===== src/pkg/tmcs_pkg.sv =====
// constants for the timer mode, capture and clock-select block
`default_nettype none
package tmcs_pkg;
   // register byte offsets
   localparam logic [7:0] OFS_ENABLE = 8'h00;
   localparam logic [7:0] OFS_RUN = 8'h04;
   localparam logic [7:0] OFS_MODE = 8'h0C;
   localparam logic [7:0] OFS_COUNT = 8'h1C;
   localparam logic [7:0] OFS_CMP1 = 8'h24;
   localparam logic [7:0] OFS_CAP0 = 8'h28;
   localparam logic [7:0] OFS_CAP1 = 8'h2C;
   // field positions
   localparam int BIT_ENABLE = 7;
   localparam int BIT_RUN = 0;
   localparam int BIT_PRESC_RUN = 2;
   localparam int BIT_SW_CAPTURE = 5;
   localparam int BIT_CLEAR_EN = 2;
   localparam int CPM_LSB = 3;
   localparam int CLK_LSB = 0;
   // reset and fixed read values
   localparam logic [31:0] READ_ZERO = 32'h0000_0000;
   localparam logic [1:0] CPM_RESET = 2'h0;
   localparam logic [1:0] CLK_RESET = 2'h0;
   localparam logic [15:0] CMP1_RESET = 16'h0000;
   // bus answers
   localparam logic [1:0] RESP_OKAY = 2'h0;
   localparam logic [1:0] RESP_SLVERR = 2'h2;
   // prescaler tap positions, log2 of the divide ratio
   localparam int TAP1_LOG = 1;
   localparam int TAP4_LOG = 3;
   localparam int TAP16_LOG = 5;
   // channel numbers, all but CH_C without capture pins
   localparam int CH_0 = 0;
   localparam int CH_3 = 3;
   localparam int CH_4 = 4;
   localparam int CH_8 = 8;
   localparam int CH_A = 10;
   localparam int CH_C = 12;
   // capture timing modes
   typedef enum logic [1:0]
   {
      CPM_OFF = 2'h0,
      CPM_PIN0_PIN1 = 2'h1,
      CPM_PIN0_BOTH = 2'h2,
      CPM_MATCH = 2'h3
   } tmcs_cpm_t;
   // source clock choices
   typedef enum logic [1:0]
   {
      SRC_PIN0 = 2'h0,
      SRC_TAP1 = 2'h1,
      SRC_TAP4 = 2'h2,
      SRC_TAP16 = 2'h3
   } tmcs_clk_t;
endpackage : tmcs_pkg
`default_nettype wire


===== src/rtl/tmcs_top.sv =====
// timer channel mode control: clock select, clear on match, capture
//
// Local design decisions: the register offsets and the AXI4-Lite slave port.
`timescale 1ns/1ps
`default_nettype none
module tmcs_top
   import tmcs_pkg::*;
#(
   parameter int CHANNEL_INDEX = 1,
   parameter int COUNT_W = 16,
   parameter int PRESC_W = tmcs_pkg::TAP16_LOG
)
(
   input wire logic aclk,
   input wire logic aresetn,
   input wire logic [7:0] s_axi_awaddr,
   input wire logic [2:0] s_axi_awprot,
   input wire logic s_axi_awvalid,
   output logic s_axi_awready,
   input wire logic [31:0] s_axi_wdata,
   input wire logic [3:0] s_axi_wstrb,
   input wire logic s_axi_wvalid,
   output logic s_axi_wready,
   output logic [1:0] s_axi_bresp,
   output logic s_axi_bvalid,
   input wire logic s_axi_bready,
   input wire logic [7:0] s_axi_araddr,
   input wire logic [2:0] s_axi_arprot,
   input wire logic s_axi_arvalid,
   output logic s_axi_arready,
   output logic [31:0] s_axi_rdata,
   output logic [1:0] s_axi_rresp,
   output logic s_axi_rvalid,
   input wire logic s_axi_rready,
   input wire logic capture_input_pin_0,
   input wire logic capture_input_pin_1,
   input wire logic [15:0] channel_match_outputs,
   output logic match_output
);
   import tmcs_pkg::*;

   // true when this channel has capture input pins
   function automatic logic has_pins(input int ch);
      return !(ch == CH_0 || ch == CH_3 || ch == CH_4 ||
               ch == CH_8 || ch == CH_A);
   endfunction : has_pins

   // which neighbour match output feeds mode 11
   function automatic int match_source(input int ch);
      int grp;
      grp = ch / CH_4;
      return (grp ^ 1) * CH_4;
   endfunction : match_source

   // neighbour exists only for channels off the group head
   localparam logic PINS = has_pins(CHANNEL_INDEX);
   localparam logic SRC_OK = (CHANNEL_INDEX % CH_4) != 0;
   localparam int SRC_CH = match_source(CHANNEL_INDEX);

   // control state
   logic channel_enable_bit; // gates all other registers
   logic count_run; // counter runs
   logic presc_run; // prescaler runs
   tmcs_cpm_t capture_timing_select; // capture mode field
   logic counter_clear_on_match_enable; // clear on compare
   tmcs_clk_t source_clock_select; // counter clock source
   logic [COUNT_W-1:0] compare_register_1; // match value
   logic [COUNT_W-1:0] up_counter; // the count
   logic [COUNT_W-1:0] capture_register_0; // first capture
   logic [COUNT_W-1:0] capture_register_1; // second capture
   logic [PRESC_W-1:0] prescaler; // free divider

   // input synchronisers, three stages each
   logic [1:0] pin_s1;
   logic [1:0] pin_s2;
   logic [1:0] pin_s3;
   logic [1:0] pin_level; // filtered level
   logic [1:0] pin_level_d; // previous filtered level
   logic [1:0] pin_rise;
   logic [1:0] pin_fall;
   // neighbour match, same clock so no synchroniser
   logic nb_match;
   logic nb_match_d;
   logic nb_rise;
   logic nb_fall;

   // bus handshake terms
   logic wr_go; // write taken this cycle
   logic rd_go; // read taken this cycle
   logic [31:0] rd_value; // read mux result
   logic rd_mapped; // read address known
   logic wr_mapped; // write address known
   logic sw_capture; // software capture request
   logic tick; // one counter step
   logic at_match; // counter equals compare
   logic cap0_event;
   logic cap1_event;
   logic active; // channel enabled and counting

   // merge byte lanes into a register
   function automatic logic [31:0] merge(input logic [31:0] old,
                                         input logic [31:0] nw,
                                         input logic [3:0] strb);
      logic [31:0] res;
      res = old;
      for (int i = 0; i < 4; i++)
      begin
         if (strb[i])
         begin
            res[i*8 +: 8] = nw[i*8 +: 8];
         end
      end
      return res;
   endfunction : merge

   // both write channels taken together, one response at a time
   assign wr_go = s_axi_awvalid && s_axi_wvalid && !s_axi_bvalid;
   assign s_axi_awready = wr_go;
   assign s_axi_wready = wr_go;
   // one read at a time
   assign rd_go = s_axi_arvalid && !s_axi_rvalid;
   assign s_axi_arready = !s_axi_rvalid;

   // known write offsets
   always_comb
   begin
      case (s_axi_awaddr)
         OFS_ENABLE, OFS_RUN, OFS_MODE, OFS_COUNT,
         OFS_CMP1, OFS_CAP0, OFS_CAP1: wr_mapped = 1'b1;
         default: wr_mapped = 1'b0;
      endcase
   end

   // software capture: a zero in bit 5 of the low byte
   assign sw_capture = wr_go && channel_enable_bit &&
      s_axi_awaddr == OFS_MODE && s_axi_wstrb[0] &&
      !s_axi_wdata[BIT_SW_CAPTURE];

   // enable register, always reachable
   always_ff @(posedge aclk)
   begin
      if (!aresetn)
         channel_enable_bit <= 1'b0;
      else if (wr_go && s_axi_awaddr == OFS_ENABLE && s_axi_wstrb[0])
         channel_enable_bit <= s_axi_wdata[BIT_ENABLE];
   end

   // run register, only while enabled
   always_ff @(posedge aclk)
   begin
      if (!aresetn)
      begin
         count_run <= 1'b0;
         presc_run <= 1'b0;
      end
      else if (wr_go && channel_enable_bit &&
               s_axi_awaddr == OFS_RUN && s_axi_wstrb[0])
      begin
         count_run <= s_axi_wdata[BIT_RUN];
         presc_run <= s_axi_wdata[BIT_PRESC_RUN];
      end
   end

   // mode register fields
   always_ff @(posedge aclk)
   begin
      if (!aresetn)
      begin
         capture_timing_select <= tmcs_cpm_t'(CPM_RESET);
         counter_clear_on_match_enable <= 1'b0;
         source_clock_select <= tmcs_clk_t'(CLK_RESET);
      end
      else if (wr_go && channel_enable_bit &&
               s_axi_awaddr == OFS_MODE && s_axi_wstrb[0])
      begin
         capture_timing_select <=
            tmcs_cpm_t'(s_axi_wdata[CPM_LSB +: 2]);
         counter_clear_on_match_enable <=
            s_axi_wdata[BIT_CLEAR_EN];
         source_clock_select <=
            tmcs_clk_t'(s_axi_wdata[CLK_LSB +: 2]);
      end
   end

   // compare register 1, byte lanes honoured
   always_ff @(posedge aclk)
   begin
      if (!aresetn)
         compare_register_1 <= CMP1_RESET;
      else if (wr_go && channel_enable_bit &&
               s_axi_awaddr == OFS_CMP1)
         compare_register_1 <= COUNT_W'(merge(
            {{(32-COUNT_W){1'b0}}, compare_register_1},
            s_axi_wdata, s_axi_wstrb));
   end

   // write response; unknown offsets get an error
   always_ff @(posedge aclk)
   begin
      if (!aresetn)
      begin
         s_axi_bvalid <= 1'b0;
         s_axi_bresp <= RESP_OKAY;
      end
      else if (wr_go)
      begin
         s_axi_bvalid <= 1'b1;
         s_axi_bresp <= wr_mapped ? RESP_OKAY : RESP_SLVERR;
      end
      else if (s_axi_bready)
         s_axi_bvalid <= 1'b0;
   end

   // read mux; a disabled channel reads zero except enable
   always_comb
   begin
      rd_value = READ_ZERO;
      rd_mapped = 1'b1;
      case (s_axi_araddr)
         OFS_ENABLE: rd_value[BIT_ENABLE] = channel_enable_bit;
         OFS_RUN:
         begin
            rd_value[BIT_RUN] = count_run;
            rd_value[BIT_PRESC_RUN] = presc_run;
         end
         OFS_MODE:
         begin
            rd_value[BIT_SW_CAPTURE] = 1'b1;
            rd_value[CPM_LSB +: 2] = capture_timing_select;
            rd_value[BIT_CLEAR_EN] = counter_clear_on_match_enable;
            rd_value[CLK_LSB +: 2] = source_clock_select;
         end
         OFS_COUNT: rd_value[COUNT_W-1:0] = up_counter;
         OFS_CMP1: rd_value[COUNT_W-1:0] = compare_register_1;
         OFS_CAP0: rd_value[COUNT_W-1:0] = capture_register_0;
         OFS_CAP1: rd_value[COUNT_W-1:0] = capture_register_1;
         default: rd_mapped = 1'b0;
      endcase
      // no clock to other registers while disabled
      if (!channel_enable_bit && s_axi_araddr != OFS_ENABLE)
         rd_value = READ_ZERO;
   end

   // read data channel
   always_ff @(posedge aclk)
   begin
      if (!aresetn)
      begin
         s_axi_rvalid <= 1'b0;
         s_axi_rdata <= READ_ZERO;
         s_axi_rresp <= RESP_OKAY;
      end
      else if (rd_go)
      begin
         s_axi_rvalid <= 1'b1;
         s_axi_rdata <= rd_value;
         s_axi_rresp <= rd_mapped ? RESP_OKAY : RESP_SLVERR;
      end
      else if (s_axi_rready)
         s_axi_rvalid <= 1'b0;
   end

   // pin synchronisers; channels without pins see a low level
   always_ff @(posedge aclk)
   begin
      if (!aresetn)
      begin
         pin_s1 <= 2'h0;
         pin_s2 <= 2'h0;
         pin_s3 <= 2'h0;
      end
      else
      begin
         pin_s1 <= PINS ? {capture_input_pin_1,
                           capture_input_pin_0} : 2'h0;
         pin_s2 <= pin_s1;
         pin_s3 <= pin_s2;
      end
   end

   // filtered level moves when stages two and three agree
   always_ff @(posedge aclk)
   begin
      if (!aresetn)
      begin
         pin_level <= 2'h0;
         pin_level_d <= 2'h0;
      end
      else
      begin
         for (int i = 0; i < 2; i++)
         begin
            if (pin_s2[i] == pin_s3[i])
               pin_level[i] <= pin_s3[i];
         end
         pin_level_d <= pin_level;
      end
   end

   // pin edges
   assign pin_rise = pin_level & ~pin_level_d;
   assign pin_fall = ~pin_level & pin_level_d;

   // neighbour match output and its edges
   assign nb_match = SRC_OK && channel_match_outputs[SRC_CH];
   always_ff @(posedge aclk)
   begin
      if (!aresetn)
         nb_match_d <= 1'b0;
      else
         nb_match_d <= nb_match;
   end
   assign nb_rise = nb_match && !nb_match_d;
   assign nb_fall = !nb_match && nb_match_d;

   // prescaler counts only while its run bit is set
   always_ff @(posedge aclk)
   begin
      if (!aresetn)
         prescaler <= '0;
      else if (channel_enable_bit && presc_run)
         prescaler <= PRESC_W'(prescaler + 1'b1);
      else
         prescaler <= '0;
   end

   // counter clock selection
   always_comb
   begin
      case (source_clock_select)
         SRC_PIN0: tick = pin_rise[0];
         SRC_TAP1: tick = presc_run && &prescaler[TAP1_LOG-1:0];
         SRC_TAP4: tick = presc_run && &prescaler[TAP4_LOG-1:0];
         SRC_TAP16: tick = presc_run && &prescaler[TAP16_LOG-1:0];
         default: tick = 1'b0;
      endcase
   end

   assign active = channel_enable_bit && count_run;
   assign at_match = up_counter == compare_register_1;

   // up-counter: step on tick, clear on match when allowed
   always_ff @(posedge aclk)
   begin
      if (!aresetn)
         up_counter <= '0;
      else if (active && tick)
      begin
         if (counter_clear_on_match_enable && at_match)
            up_counter <= '0;
         else
            up_counter <= COUNT_W'(up_counter + 1'b1);
      end
   end

   // own match output for neighbouring channels
   always_ff @(posedge aclk)
   begin
      if (!aresetn)
         match_output <= 1'b0;
      else
         match_output <= active && at_match;
   end

   // capture events by timing mode
   always_comb
   begin
      cap0_event = 1'b0;
      cap1_event = 1'b0;
      case (capture_timing_select)
         CPM_OFF: cap0_event = 1'b0;
         CPM_PIN0_PIN1:
         begin
            cap0_event = pin_rise[0];
            cap1_event = pin_rise[1];
         end
         CPM_PIN0_BOTH:
         begin
            cap0_event = pin_rise[0];
            cap1_event = pin_fall[0];
         end
         CPM_MATCH:
         begin
            cap0_event = nb_rise;
            cap1_event = nb_fall;
         end
         default: cap0_event = 1'b0;
      endcase
   end

   // capture registers take the current count
   always_ff @(posedge aclk)
   begin
      if (!aresetn)
      begin
         capture_register_0 <= '0;
         capture_register_1 <= '0;
      end
      else
      begin
         if (sw_capture || (channel_enable_bit && cap0_event))
            capture_register_0 <= up_counter;
         if (channel_enable_bit && cap1_event)
            capture_register_1 <= up_counter;
      end
   end
endmodule : tmcs_top
`default_nettype wire


===== config.mk =====
export PLATFORM = sky130hd
export DESIGN_NAME = tmcs_top
export DESIGN_NICKNAME = d
export VERILOG_FILES = /design/src/pkg/tmcs_pkg.sv /design/src/rtl/tmcs_top.sv
export SDC_FILE = /design/constraint.sdc
export NUM_CORES = 1
export LEC_CHECK = 0
export BUFFER_PORTS_ARGS = -buffer_cell sky130_fd_sc_hd__buf_2
export CAP_MARGIN = 20
export CORE_MARGIN = 5
export CORE_UTILIZATION = 49
export DETAILED_ROUTE_END_ITERATION = 12
export PLACE_DENSITY = 0.78
export SKIP_CTS_REPAIR_TIMING = 1
export SYNTH_ARGS = -nofsm -noshare
export SYNTH_HDL_FRONTEND = slang
export SYNTH_SLANG_ARGS = --single-unit

===== constraint.sdc =====
create_clock -name aclk -period 2.45 [get_ports aclk]
set_input_delay 0.245 -clock aclk [delete_from_list [all_inputs] [get_ports aclk]]
set_output_delay 0.245 -clock aclk [all_outputs]
set_load 0.05 [all_outputs]

## Word-level counts from Yosys, hierarchy flattened

Cells that the tools add are included.

- Logic and storage cells: 119
- Output and inout port bits: 42
- Input bits: 83
- Flip-flop bits (word level): 127

- Reductions and logical operators: 47
- Bitwise gates (word level): 4
- $add $sub $neg: 2
- Equality and inequality tests: 21
- Muxes and demuxes: 20

Operators with widths:

| cell | count |
|---|---|
| $eq 8x6->1 const B | 6 |
| $mux 16 | 2 |
| $pmux 8 s4 | 1 |
| $logic_and 1x1->1 | 25 |
| $add 16x1->16 const B | 1 |
| $eq 16x16->1 | 1 |
| $eq 8x3->1 const B | 2 |
| $eq 8x4->1 const B | 2 |
| $eq 8x5->1 const B | 2 |
| $logic_not 8->1 | 2 |
| $pmux 3 s5 | 1 |
| $reduce_or 7->1 | 2 |
| $pmux 1 s6 | 2 |
| $pmux 1 s5 | 2 |
| $eq 2x2->1 const B | 4 |
| $pmux 1 s4 | 2 |
| $reduce_bool 8->1 | 1 |
| $logic_not 1->1 | 6 |
| $mux 1 | 6 |
| $pmux 1 s3 | 2 |
| $reduce_and 2->1 | 3 |
| $add 5x1->5 const B | 1 |
| $reduce_and 5->1 | 1 |
| $eq 2x1->1 const B | 2 |
| other kinds (11) | 15 |

## Logic depth before layout (Yosys ltp)

- Depth after elaboration: 7
- Mapped depth: 9
- Depth with buffers taken out: 8

## Worst setup path before layout

Ideal clock, no wire load.

- Path kind: register to register
- Start point: reg capture_timing_select[0]
- End point: reg capture_register_1[10]
- Setup time: 0.116 ns
- Cell stages (with the launch flop): 8
- Slack: 0.445 ns
- Period minus slack after synthesis: 2.005 ns
- Required time: 2.334 ns
- Data arrival time: 1.889 ns
- Buffers on the path: 1
- Path through: dfxtp_1 ha_1 nand2_1 o22a_1 a21oi_1 buf_2 mux2i_1 nor2b_1

- Word-level cells in the longest chain between the ends: 3
- Elaborated cells between the ends (all ways): 5
- Those cells by class: 3 x eq/ne; 1 x mux; 1 x reduce/logical

Ends and longest elaborated chain:

| what | RTL line | text |
|---|---|---|
| start: declaration | tmcs_top.sv:64 | `tmcs_cpm_t capture_timing_select;` |
| start signal: assignment | tmcs_top.sv:169 | `capture_timing_select <= tmcs_cpm_t'(CPM_RESET);` |
| start signal: assignment | tmcs_top.sv:176 | `capture_timing_select <=` |
| $eq 2x2->1 or $eq 2x1->1 (tied branches) | tmcs_top.sv:370 | `case (capture_timing_select)` |
| $pmux 1 s3 (*) | tmcs_top.sv:370 |  |
| $logic_and 1x1->1 (*) | tmcs_top.sv:403 | `if (channel_enable_bit && cap1_event)` |
| end signal: assignment | tmcs_top.sv:404 | `capture_register_1 <= up_counter;` |
| end: declaration | tmcs_top.sv:70 | `logic [COUNT_W-1:0] capture_register_1;` |

Every way passes the cells marked *; elsewhere a longest branch is shown, timed or not.
A chain may end at the register's enable or synchronous reset.

## Worst setup path after layout

- Start point: reg prescaler[0]
- End point: reg up_counter[6]

- Word-level cells in the longest chain between the ends: 4
- Elaborated cells between the ends (all ways): 7
- Those cells by class: 1 x mux; 6 x reduce/logical

Ends and longest elaborated chain:

| what | RTL line | text |
|---|---|---|
| start: declaration | tmcs_top.sv:71 | `logic [PRESC_W-1:0] prescaler;` |
| start signal: assignment | tmcs_top.sv:322 | `prescaler <= PRESC_W'(prescaler + 1'b1);` |
| $reduce_and 5->1 or $reduce_and 3->1 (tied branches) | tmcs_top.sv:334, tmcs_top.sv:333 |  |
| $logic_and 1x1->1 (on tied branches) | tmcs_top.sv:334, tmcs_top.sv:333 |  |
| $pmux 1 s4 (*) | tmcs_top.sv:330 | `case (source_clock_select)` |
| $logic_and 1x1->1 (*) | tmcs_top.sv:347 | `else if (active && tick)` |
| end signal: assignment | tmcs_top.sv:352 | `up_counter <= COUNT_W'(up_counter + 1'b1);` |
| end: declaration | tmcs_top.sv:68 | `logic [COUNT_W-1:0] up_counter;` |

Marked as above.

==> impl_results.md <==
* First-pass GRT wire length at 20,210 um
* Seq/Total Area, Yosys at 0.4099
* Total CTS buffers at 9
* ANT nets after route at 0
* # nets final at 729
* Vias in the first global route at 4,120
* Status: finished, final reports clean
* Ys Warns at 0
* Slew Viols, Final at 0
* Overall routing resource usage at 0.1907
* I/O Pins at 125
* # diodes at 0
* Die width at 114.2 um
* Fillers at 954
* Number of port buffers at 67
* Wire length per cell at 15.87 um
* Fraction of registers with async set/reset at 0
* Final period utilization at 0.8932
* TritonCTS clock tree: done
* Setup crit end kind: register
* Hold Path Class: primary input to register
* Placed cells at 767
* GPL Wtd Cong at 0.8904
* First-pass DRT Iterations at 5
* Min Tclk post-route at 2.188 ns
* Chip height at 114.2 um
* Antenna violations before repair at 0
* Syn-to-layout area delta at 11.73%
* Row count at 38
* Layout cells sized above 1 at 0.1757
* LEAKAGE at 2.398 nW
* Post-route insts no fill at 783
* Multi-input logic area at 2889 sq um
* Fmax at 457.0 MHz
* Htree depth at 3
* Syn Area/Cell at 9.132 sq um
* Die area at 13,050 sq um
* DP HPWL at 9180 um
* Clock latency on the worst-skew pair at 0.36 ns
* CP Max Fanout at 16
* Post-Route Skew at 0.01631 ns
* PD cells at 517.4 nW/um^2
* Starting Density at 0.4955
* Routed wire length at 12,420 um
* Worst path required time at 2.70 ns
* Pin slew with the least headroom to its limit at 0.6872 ns
* Initial DRC Count at 316
* Overall via count from detail_route at 4,313
* Number of synthesized flops with an enable pin at 0
* Avg Vias per Cell at 5.508
* Fin. Hold Viols at 0
* Yosys cell types at 58
* Register Area at 2182 sq um
* Critical path class: register to register
* Final setup fails at 0
* DRC at 0
* CP startpoint kind: register
* Clock-pin slew on the worst setup and hold paths at 0.10 ns
* Main flop type after synthesis: dfxtp_1
* Sink Count at 109
* Flops & latches, synth at 109
* Worst vdd ir at 0.2763 mV
* Clk buf depth at 2
* GRT overflow at 0
* Slew margin rel. at 0.5360
* Core footprint at 10,750 sq um
* Largest net degree at the start of global routing at 103
* Mapped Area at 5324 sq um
* Post-Synthesis Cells at 583
* Critical path arrival at 2.44 ns
* TNS Setup at 0 ns
* RSZ-0062 raised after global routing: false
* Max cap viols at 0
* Root buffer cell: clkbuf_8
path summary, 6_finish.rpt:
kind | from | end | slack [ns] | cells past startpoint
min | capture_input_pin_0 | pin_s1[0]$_SDFF_PN0_ | 0.08 | 2
min reg2reg | pin_s1[0]$_SDFF_PN0_ | pin_s2[0]$_SDFF_PN0_ | 0.44 | 1
max reg2reg | prescaler[0]$_SDFF_PN0_ | up_counter[6]$_SDFFE_PN0P_ | 0.26 | 8
max | prescaler[0]$_SDFF_PN0_ | up_counter[6]$_SDFFE_PN0P_ | 0.26 | 8
cells in the mapped netlist (all sizes together) (2+ instances only):
| master | number | area, sq um |
|---|---|---|
| xnor2 | 15 | 131.4 |
| and4 | 3 | 26.28 |
| a21oi | 3 | 15.01 |
| a221oi | 3 | 26.28 |
| nor4 | 9 | 92.59 |
| a31oi | 3 | 18.77 |
| nor3 | 8 | 45.04 |
| nor3b | 4 | 30.03 |
| and3 | 5 | 31.28 |
| or4b | 2 | 23.77 |
| a22o | 13 | 113.9 |
| nor2b | 43 | 269.0 |
| ha | 8 | 100.1 |
| o211ai | 3 | 22.52 |
| a22oi | 14 | 105.1 |
| nand3b | 4 | 30.03 |
| nand2b | 4 | 25.02 |
| buf | 30 | 209.0 |
| nor4b | 4 | 35.03 |
| a2bb2oi | 4 | 35.03 |
| xor2 | 17 | 148.9 |
| nor2 | 35 | 131.4 |
| o21ai | 33 | 165.2 |
| clkbuf | 28 | 105.1 |
| o211a | 2 | 20.02 |
| dfxtp | 109 | 2182 |
| mux2i | 44 | 440.4 |
| and3b | 3 | 26.28 |
| inv | 7 | 26.28 |
| a21boi | 14 | 105.1 |
| and2 | 14 | 87.58 |
| nand2 | 51 | 191.4 |
| nor4bb | 2 | 20.02 |
| nand4 | 6 | 50.04 |
| nand3 | 23 | 115.1 |
layout make-up:
type | count | area share
Clock buffer | 10 | 0.02314
Clock inverter | 6 | 0.009255
Inverter | 7 | 0.004417
Multi-Input combinational cell | 426 | 0.4857
Sequential cell | 109 | 0.3668
Tap cell | 140 | 0.02945
Timing Repair Buffer | 85 | 0.08119
cells by family (layout without fill, tap and decap cells):
group | after synthesis | in the layout | synth area share
AOI/OAI and AO/OA | 101 | 101 | 0.1354
xor gates and xnor gates | 32 | 32 | 0.05264
adders and majority gates | 8 | 8 | 0.01880
buffers and inverters | 65 | 108 | 0.06393
DFF | 109 | 109 | 0.4099
muxes | 44 | 44 | 0.08273
other | 1 | 18 | 0.0007044
and+or+nand+nor | 223 | 223 | 0.2360
power breakdown:
group	switching, mW	leakage [nW]	internal (mW)
clock	0.622	0.0925	0.416
sequential	0.00504	0.880	1.78
combinational	0.181	1.43	0.0728
state kept, by name, summed over array words and instances, names as in the netlist, 5 cells and up:
| name | count |
|---|---|
| up_counter | 16 |
| compare_register_1 | 16 |
| s_axi_rdata | 16 |
| capture_register_1 | 16 |
| capture_register_0 | 16 |
| prescaler | 5 |
through the flow:
step / utilization / hold slack (ns) / worst slack [ns] / cell area, sq um / power, mW
5_1_grt: 0.5536 / 0.05625 / 0.1020 / 5948 / 3.193
2_1_floorplan: - / 0.3667 / 0.4454 / 5388 / 2.024
3_3_place_gp: 0.5356 / 0.4143 / 0.3628 / 5756 / 2.072
6_report: 0.5536 / 0.08376 / 0.2617 / 5948 / 3.078
4_1_cts: 0.5536 / 0.06837 / 0.2470 / 5948 / 3.097
3_5_place_dp: 0.5356 / 0.4225 / 0.2640 / 5756 / 2.078
routing by layer:
| layer | up-vias | wire length, um | GRT usage | share of wire |
|---|---|---|---|---|
| met5 | - | 0 | 0 | 0 |
| met4 | 0 | 139 | 0.04830 | 0.011 |
| met3 | 11 | 744 | 0.03224 | 0.060 |
| met2 | 132 | 6172 | 0.3341 | 0.50 |
| met1 | 2054 | 5367 | 0.2436 | 0.43 |
| li1 | 2116 | - | - | - |
placed cells by master (no fill, tap or decap), types with 15 or more instances in the layout:
| cell | netlist | final |
|---|---|---|
| buf_2 | 8 | 67 |
| nor2_1 | 35 | 35 |
| xnor2_1 | 15 | 15 |
| mux2i_1 | 44 | 44 |
| dfxtp_1 | 109 | 109 |
| buf_4 | 19 | 17 |
| nand3_1 | 23 | 23 |
| conb_1 | 1 | 18 |
| xor2_1 | 17 | 17 |
| nor2b_1 | 43 | 43 |
| o21ai_0 | 29 | 29 |
| nand2_1 | 51 | 51 |
worst max-delay path, cell delays in order (launching register included):
cell and delay, ns:
dfxtp_1 0.40, ha_1 0.19, and3_1 0.15, ha_1 0.14, mux2i_1 0.07, o211a_1 0.44
o41ai_4 0.38, buf_4 0.25, nor2_1 0.07
Note: power is estimated with default switching activity, not from simulation.
